===== src/typec_port_pkg.sv =====
// Shared types and constants for the Type-C source port control logic
package typec_port_pkg;

    // ------------------------------------------------------------
    // Select codes
    // ------------------------------------------------------------
    localparam logic [1:0] SEL_RESERVED = 2'h0;
    localparam logic [1:0] SEL_DCP_AUTO = 2'h1;
    localparam logic [1:0] SEL_SDP      = 2'h2;
    localparam logic [1:0] SEL_CDP      = 2'h3;

    // ------------------------------------------------------------
    // Timing
    // ------------------------------------------------------------
    localparam int CLK_FREQ_HZ     = 20000000;
    localparam int DEBOUNCE_US     = 100;
    localparam int DEBOUNCE_CYCLES = (CLK_FREQ_HZ / 1000000) * DEBOUNCE_US;

    // ------------------------------------------------------------
    // Encodings and reset values
    // ------------------------------------------------------------
    typedef enum logic [1:0] {
        ADV_OFF,
        ADV_1A5,
        ADV_3A
    } adv_level_type;

    typedef enum logic [1:0] {
        MODE_NONE,
        MODE_SDP,
        MODE_CDP,
        MODE_DCP_AUTO
    } charge_mode_type;

    // Analog status from comparators (asynchronous to the clock)
    typedef struct packed {
        logic cc1_rd;
        logic cc1_ra;
        logic cc2_rd;
        logic cc2_ra;
        logic die_hot;
        logic die_cool;
        logic ntc_warn;
        logic ntc_shut;
    } sense_type;

    localparam int          SENSE_W          = 8;
    localparam logic [1:0]  ILIM_RESET       = 2'h0;
    localparam logic [1:0]  ILIM_1A5         = 2'h1;
    localparam logic [1:0]  ILIM_3A          = 2'h2;

endpackage


===== src/typec_source_port_control.sv =====
// Type-C source port control: select decode, power wake, thermal and orientation
// ------------------------------------------------------------
// Functional notes
// - Decode select pins into advertisement and mode
// - Current limit setting follows advertisement
// - Data switch routes D+/D- on base (non-thermistor) variant, SDP and CDP only
// - Orientation flag low for sink on CC2
// - Flag released when no sink attached
// - Regulator off until sink detected
// - Die overtemperature stops regulator and gate
// - Restart automatically after die cools
// - Thermistor warning lowers 3 A to 1.5 A
// - Warning flag set, fault not asserted
// - Thermistor shutdown stops regulator and gate
// - Warning stays asserted during thermistor shutdown
// - Enable only after debounced stable detection
// - VCONN onto pin seeing cable termination
// - Rd/Rd or Ra/Ra is unsupported, regulator, gate and VCONN off
// ------------------------------------------------------------
`timescale 1ns/1ps
`default_nettype none

module typec_source_port_control
    import typec_port_pkg::*;
#(
    parameter bit NTC_VARIANT     = 1'b0,
    parameter int DEBOUNCE_CNT    = DEBOUNCE_CYCLES
) (
    // Clock and reset
    input  wire logic                        core_clk_in,
    input  wire logic                        rst_n_in,
    // Select pins (static straps)
    input  wire logic                        charge_select_a_in,
    input  wire logic                        charge_select_b_in,
    // Comparator status
    input  wire typec_port_pkg::sense_type   sense_in,
    // Power control
    output logic                             buck_enable_out,
    output logic                             load_switch_gate_out,
    output logic                             vconn_cc1_out,
    output logic                             vconn_cc2_out,
    // Advertisement and limit
    output typec_port_pkg::adv_level_type    cc_adv_out,
    output typec_port_pkg::charge_mode_type  charge_mode_out,
    output logic [1:0]                       ilim_sel_out,
    // Data path
    output logic                             data_switch_on_out,
    // Flags
    output logic                             orientation_flag_n_out,
    output logic                             orientation_flag_n_oe_n_out,
    output logic                             overheat_warning_out,
    output logic                             fault_out
);
    import typec_port_pkg::*;

    // ------------------------------------------------------------
    // Elaboration checks
    // ------------------------------------------------------------
    if (DEBOUNCE_CNT < 1 || DEBOUNCE_CNT > 65535) begin : g_bad_debounce
        $error("DEBOUNCE_CNT out of range");
    end

    // ------------------------------------------------------------
    // Synchronisers
    // ------------------------------------------------------------
    logic [SENSE_W+1:0] meta_r;
    logic [SENSE_W+1:0] sync_r;
    logic [SENSE_W+1:0] raw_in;
    sense_type          s;
    logic [1:0]         sel;

    assign raw_in = {charge_select_a_in, charge_select_b_in, sense_in};

    always_ff @(posedge core_clk_in) begin
        if (!rst_n_in) begin
            meta_r <= '0;
            sync_r <= '0;
        end else begin
            meta_r <= raw_in;
            sync_r <= meta_r;
        end
    end

    assign s   = sense_type'(sync_r[SENSE_W-1:0]);
    assign sel = sync_r[SENSE_W+1:SENSE_W];

    // ------------------------------------------------------------
    // Attach classification and debounce
    // ------------------------------------------------------------
    logic        attach_raw;
    logic        sink_on_cc2;
    logic        attach_prev_r;
    logic        attach_prev_nxt;
    logic        cc2_prev_r;
    logic        cc2_prev_nxt;
    logic [15:0] deb_cnt_r;
    logic [15:0] deb_cnt_nxt;
    logic        attached_r;
    logic        attached_nxt;
    logic        cc2_r;
    logic        cc2_nxt;

    always_comb begin
        // Exactly one Rd; Rd/Rd and Ra/Ra never count as attached
        attach_raw  = (s.cc1_rd ^ s.cc2_rd);
        sink_on_cc2 = s.cc2_rd && !s.cc1_rd;
        attach_prev_nxt = attach_raw;
        cc2_prev_nxt    = sink_on_cc2;
        deb_cnt_nxt     = deb_cnt_r;
        attached_nxt    = attached_r;
        cc2_nxt         = cc2_r;
        if (attach_raw != attach_prev_r || sink_on_cc2 != cc2_prev_r) begin
            deb_cnt_nxt = 16'h0000;
        end else if (deb_cnt_r < 16'(DEBOUNCE_CNT - 1)) begin
            deb_cnt_nxt = deb_cnt_r + 16'h0001;
        end else begin
            // Stable long enough: adopt new attach state
            attached_nxt = attach_raw;
            cc2_nxt      = sink_on_cc2;
        end
        if (!attach_raw) begin
            // Detach drops power at once; only attach is debounced
            attached_nxt = 1'b0;
        end
    end

    always_ff @(posedge core_clk_in) begin
        if (!rst_n_in) begin
            attach_prev_r <= 1'b0;
            cc2_prev_r    <= 1'b0;
            deb_cnt_r     <= 16'h0000;
            attached_r    <= 1'b0;
            cc2_r         <= 1'b0;
        end else begin
            attach_prev_r <= attach_prev_nxt;
            cc2_prev_r    <= cc2_prev_nxt;
            deb_cnt_r     <= deb_cnt_nxt;
            attached_r    <= attached_nxt;
            cc2_r         <= cc2_nxt;
        end
    end

    // ------------------------------------------------------------
    // Thermal state
    // ------------------------------------------------------------
    logic die_off_r;
    logic die_off_nxt;

    always_comb begin
        die_off_nxt = die_off_r;
        if (s.die_hot) begin
            die_off_nxt = 1'b1;
        end else if (s.die_cool) begin
            // Cool comparator sits about 20 C below trip point
            die_off_nxt = 1'b0;
        end
    end

    always_ff @(posedge core_clk_in) begin
        if (!rst_n_in) begin
            die_off_r <= 1'b0;
        end else begin
            die_off_r <= die_off_nxt;
        end
    end

    // ------------------------------------------------------------
    // Output decode
    // ------------------------------------------------------------
    logic            ntc_warn;
    logic            ntc_shut;
    logic            sel_valid;
    logic            power_on;
    adv_level_type   adv_nxt;
    charge_mode_type mode_nxt;
    logic [1:0]      ilim_nxt;
    logic            data_nxt;
    logic            vconn1_nxt;
    logic            vconn2_nxt;
    logic            pol_oe_n_nxt;

    always_comb begin
        ntc_warn  = NTC_VARIANT && (s.ntc_warn || s.ntc_shut);
        ntc_shut  = NTC_VARIANT && s.ntc_shut;
        // Reserved codes are the board's fault; treat them as port off
        sel_valid = sel[1] || (NTC_VARIANT && sel == SEL_DCP_AUTO);
        mode_nxt  = MODE_NONE;
        adv_nxt   = ADV_OFF;
        if (sel == SEL_SDP) begin
            mode_nxt = MODE_SDP;
            adv_nxt  = ADV_1A5;
        end else if (sel == SEL_CDP) begin
            mode_nxt = MODE_CDP;
            adv_nxt  = ADV_3A;
        end else if (NTC_VARIANT && sel == SEL_DCP_AUTO) begin
            mode_nxt = MODE_DCP_AUTO;
            adv_nxt  = ADV_3A;
        end
        if (ntc_warn && adv_nxt == ADV_3A) begin
            // Restored automatically once both the warning and shutdown comparators drop
            adv_nxt = ADV_1A5;
        end
        ilim_nxt = (adv_nxt == ADV_3A) ? ILIM_3A :
                   (adv_nxt == ADV_1A5) ? ILIM_1A5 : ILIM_RESET;
        // Stub-only path on the thermistor variant
        data_nxt = !NTC_VARIANT && sel[1];
        power_on = attached_r && sel_valid && !die_off_r && !ntc_shut;
        vconn1_nxt = power_on && cc2_r && s.cc1_ra;
        vconn2_nxt = power_on && !cc2_r && s.cc2_ra;
        // Live side term releases the flag at once when CC2 loses its sink
        pol_oe_n_nxt = !(attached_r && cc2_r && sink_on_cc2);
    end

    always_ff @(posedge core_clk_in) begin
        if (!rst_n_in) begin
            buck_enable_out             <= 1'b0;
            load_switch_gate_out        <= 1'b0;
            vconn_cc1_out               <= 1'b0;
            vconn_cc2_out               <= 1'b0;
            cc_adv_out                  <= ADV_OFF;
            charge_mode_out             <= MODE_NONE;
            ilim_sel_out                <= ILIM_RESET;
            data_switch_on_out          <= 1'b0;
            orientation_flag_n_out      <= 1'b0;
            orientation_flag_n_oe_n_out <= 1'b1;
            overheat_warning_out        <= 1'b0;
            fault_out                   <= 1'b0;
        end else begin
            buck_enable_out             <= power_on;
            load_switch_gate_out        <= power_on;
            vconn_cc1_out               <= vconn1_nxt;
            vconn_cc2_out               <= vconn2_nxt;
            cc_adv_out                  <= adv_nxt;
            charge_mode_out             <= mode_nxt;
            ilim_sel_out                <= ilim_nxt;
            data_switch_on_out          <= data_nxt;
            orientation_flag_n_out      <= 1'b0;
            orientation_flag_n_oe_n_out <= pol_oe_n_nxt;
            overheat_warning_out        <= ntc_warn;
            // Thermistor events never raise fault; only die shutdown does
            fault_out                   <= die_off_r;
        end
    end

endmodule

`default_nettype wire


===== config.mk =====
export PLATFORM = sky130hd
export DESIGN_NAME = typec_source_port_control
export DESIGN_NICKNAME = d
export VERILOG_FILES = /design/src/typec_port_pkg.sv /design/src/typec_source_port_control.sv
export SDC_FILE = /design/constraint.sdc
export NUM_CORES = 1
export LEC_CHECK = 0
export BUFFER_PORTS_ARGS = -buffer_cell sky130_fd_sc_hd__clkbuf_2
export CAP_MARGIN = 20
export CORE_MARGIN = 3
export CORE_UTILIZATION = 40
export CTS_BUF_LIST = sky130_fd_sc_hd__clkbuf_4 sky130_fd_sc_hd__clkbuf_8
export DETAILED_ROUTE_END_ITERATION = 16
export GPL_TIMING_DRIVEN = 0
export SYNTH_ARGS = -nofsm -noshare
export SYNTH_HDL_FRONTEND = slang
export SYNTH_SLANG_ARGS = --single-unit

===== constraint.sdc =====
create_clock -name core_clk_in -period 4.2 [get_ports core_clk_in]
set_input_delay 0.63 -clock core_clk_in [delete_from_list [all_inputs] [get_ports core_clk_in]]
set_output_delay 0.63 -clock core_clk_in [all_outputs]
set_load 0.03 [all_outputs]

==> key figures <==
Setup path
  – Critical path arrival: 2.22 ns
  – CP Class: reg -> reg
  – Worst reg2reg path depth: 6
  – Critical path launch point type: register
  – Critical Path End Type: register
  – Crit path max fanout: 10
  – Crit path required time: 4.38 ns

Yosys
  – Simple-gate share of the synthesized area: 0.247
  – Avg Cell Area, Syn: 10.3 um^2
  – Largest family of logic cells by synthesized area: simple AND/OR/NAND/NOR gates
  – Post-synth top cells: dfxtp_1, and2_1
  – Synth warn: 0
  – Ranking of synthesized cells by area: dfxtp_1, and2_1, buf_4
  – Mux cell area share after synthesis: 0.0122
  – Adder-Cell Fraction of Synth Area: 0.0153
  – Distinct cells, synth: 37
  – Mapped Area: 1640 um^2
  – Compound-gate portion of the synthesized area: 0.0938
  – Async SR Flop Fraction: 0
  – Number of synthesized flops with an enable pin: 0
  – Yosys top cell area share: 0.561
  – Post-synth top flop: dfxtp_1
  – Cell with the most instances after synthesis: dfxtp_1
  – Cell taking the most area after synthesis: dfxtp_1
  – Flop and latch count out of synthesis: between 40 and 50
  – Seq/Total Area, Yosys: 0.561
  – Syn Inst Count: 159
  – Xor/xnor share of the synthesized area: 0.0107

Routing
  – Antenna viol nets, final: 0
  – Starting DRC count in detailed routing: 48
  – Avg Vias per Cell: between 4 and 5
  – Drt total wl: around 2600 um
  – Drt pass-1 iters: 4
  – Drc violations: 0
  – DR vias: 1,144
  – Routed len/inst: 11.1 um

Hold path
  – Hold depth: 1
  – Hold Crit Class: reg -> reg

Pwr
  – Final Power: between 0.7 and 0.8 mW
  – P per Cell Area: 394 nW/um^2
  – Static Leak: 0.800 nW
  – Maximum vdd drop: 0.000284 V

Clocking
  – H-tree lvl count: 2
  – Clk sinks: 46
  – CTS resizes: 0
  – CTS tree: done
  – Root Driver: clkbuf_8
  – Clock Tree Buf Depth: 2
  – Total CTS buffers: 5
  – Clk_lat worst skew: 0.29 ns
  – CTS Hold Bufs: 0
  – Clock transition at the registers of the reported paths: around 0.090 ns
  – Setup Fix Bufs, Post-CTS: 0

Final layout
  – Reg area: a little over 900 um^2
  – N_diodes: 0
  – Area grow syn2layout: 16.1%
  – Final net count: between 200 and 250
  – Share of layout cells above drive strength 1: 0.226
  – Area of the multi-input gates: 629 um^2
  – Fill cells: 383

Global routing
  – Number of global-route vias before repair: 1,123
  – Layer with the highest usage: met2
  – Global-route wire length before repair: between 4000 and 5000 um
  – Largest net degree at the start of global routing: 16
  – Gr usage total: 0.119
  – Met3 global-route usage: 0.0374
  – Remaining Overflow, GRT: 0
  – Antenna violations before repair: 0
  – M2 GR Usage: 0.179
  – GR met1 Demand/Resource: 0.156

Floorplanning
  – Die X: 70.0 um
  – CORE AREA: 3800 um^2
  – Die height: 70.0 um
  – Die ar.: 4900 um^2
  – I/O pins: 27
  – Row count: 22
  – Starting Density: 0.432

Timing
  – Max frequency: 490 MHz
  – Worst hold margin: between 0.4 and 0.5 ns
  – Worst-Margin Slew: 0.659 ns
  – Final Cycle Share: 0.486
  – Total negative slack: 0 ns
  – Tmin final: 2.04 ns
  – RSZ-0062 raised after global routing: false
  – Final hold vios: 0
  – Worst Skew: 0.00823 ns
  – Endpoints failing setup: 0
  – Fin. max-slew vios: 0
  – Slew headroom: 0.558

Placed design
  – HPWL Detailed: 1900 um
  – Gpl congestion: 0.836
  – Buffers on Ports: 22

Outcome
  – Status: finished, final reports clean

Run
  – Maxcap violations: 0
-- cells in the final DEF, fill, tap and decap left out, types with 2 or more instances in the layout --
master | synthesis | routed
dfxtp_1 | 46 | 46
and2_1 | 22 | 22
clkbuf_2 | 0 | 22
nand3_1 | 7 | 7
nand2_1 | 7 | 7
buf_4 | 7 | 7
or4_1 | 7 | 7
a21oi_1 | 7 | 7
inv_1 | 5 | 5
nor2_1 | 5 | 5
o31ai_1 | 5 | 5
clkbuf_8 | 0 | 5
and3_1 | 4 | 4
o21ai_0 | 4 | 4
clkbuf_1 | 3 | 3
o211ai_1 | 3 | 3
nand3b_1 | 2 | 2
mux2i_1 | 2 | 2
nor2b_1 | 2 | 2
ha_1 | 2 | 2
conb_1 | 1 | 2
-- worst max-delay path, stage by stage (launching register included) --
cell,delay (ns)
dfxtp_1,0.39
ha_1,0.18
nand3_1,0.19
a211oi_1,0.61
buf_4,0.29
o211ai_1,0.13
mux2i_1,0.14
-- path summary, 6_finish.rpt --
check | end | slack (ns) | startpoint
hold / removal | orientation_flag_n_oe_n_out | 0.42 | attached_r
setup reg to reg | cc2_r | 2.16 | deb_cnt_r[0]
hold reg to reg | orientation_flag_n_oe_n_out | 0.42 | attached_r
setup / recovery | cc2_r | 2.16 | deb_cnt_r[0]
-- final cells by class --
| class | count | share of cell area |
|---|---|---|
| plain buffers | 11 | 0.0394 |
| clock buffers | 5 | 0.0361 |
| clock inverters | 3 | 0.0112 |
| inverters | 5 | 0.00986 |
| multi-input cells | 98 | 0.330 |
| flip-flops and latches | 46 | 0.484 |
| well taps | 48 | 0.0315 |
| repair buffers | 22 | 0.0578 |
-- report_power, final --
group / switching (mW) / leakage, nW / internal (mW)
registers: 0.00498 / 0.375 / 0.447
clock network: 0.144 / 0.0441 / 0.117
logic: 0.0215 / 0.381 / 0.0161
-- logic make-up (layout without fill, tap and decap cells) --
logic type | Yosys count | count (layout)
fa+ha+maj | 2 | 2
compound gates | 24 | 24
flops | 46 | 46
xor+xnor | 2 | 2
other cells | 1 | 2
simple gates | 66 | 66
buf+inv | 16 | 46
mux | 2 | 2
-- per-layer routing --
layer,routed length (um),up-vias
met4,20,0
met1,1350,514
li1,-,602
met3,132,2
met2,1130,26
met5,0,-
-- sequential cells by signal, indices dropped and copies added (netlist names) --
| name | count |
|---|---|
| load_switch_gate_out | 1 |
| fault_out | 1 |
| deb_cnt_r | 16 |
| die_off_r | 1 |
| charge_mode_out | 2 |
| data_switch_on_out | 1 |
| orientation_flag_n_oe_n_out | 1 |
| sync_r | 8 |
| vconn_cc2_out | 1 |
| ilim_sel_out | 1 |
| cc2_r | 1 |
| attached_r | 1 |
| vconn_cc1_out | 1 |
| meta_r | 8 |
| cc2_prev_r | 1 |
| attach_prev_r | 1 |
-- stage by stage --
stage | cells | setup slack [ns] | utilization | cell area [um^2]
6_report | 238 | 2.16 | 0.501 | 1900
5_1_grt | 238 | 1.95 | 0.501 | 1900
3_3_place_gp | 230 | 2.20 | 0.478 | 1810
2_1_floorplan | 160 | 2.31 | - | 1640
4_1_cts | 238 | 2.17 | 0.501 | 1900
3_5_place_dp | 230 | 2.20 | 0.478 | 1810
No activity file was read; power rests on OpenSTA's default activity.
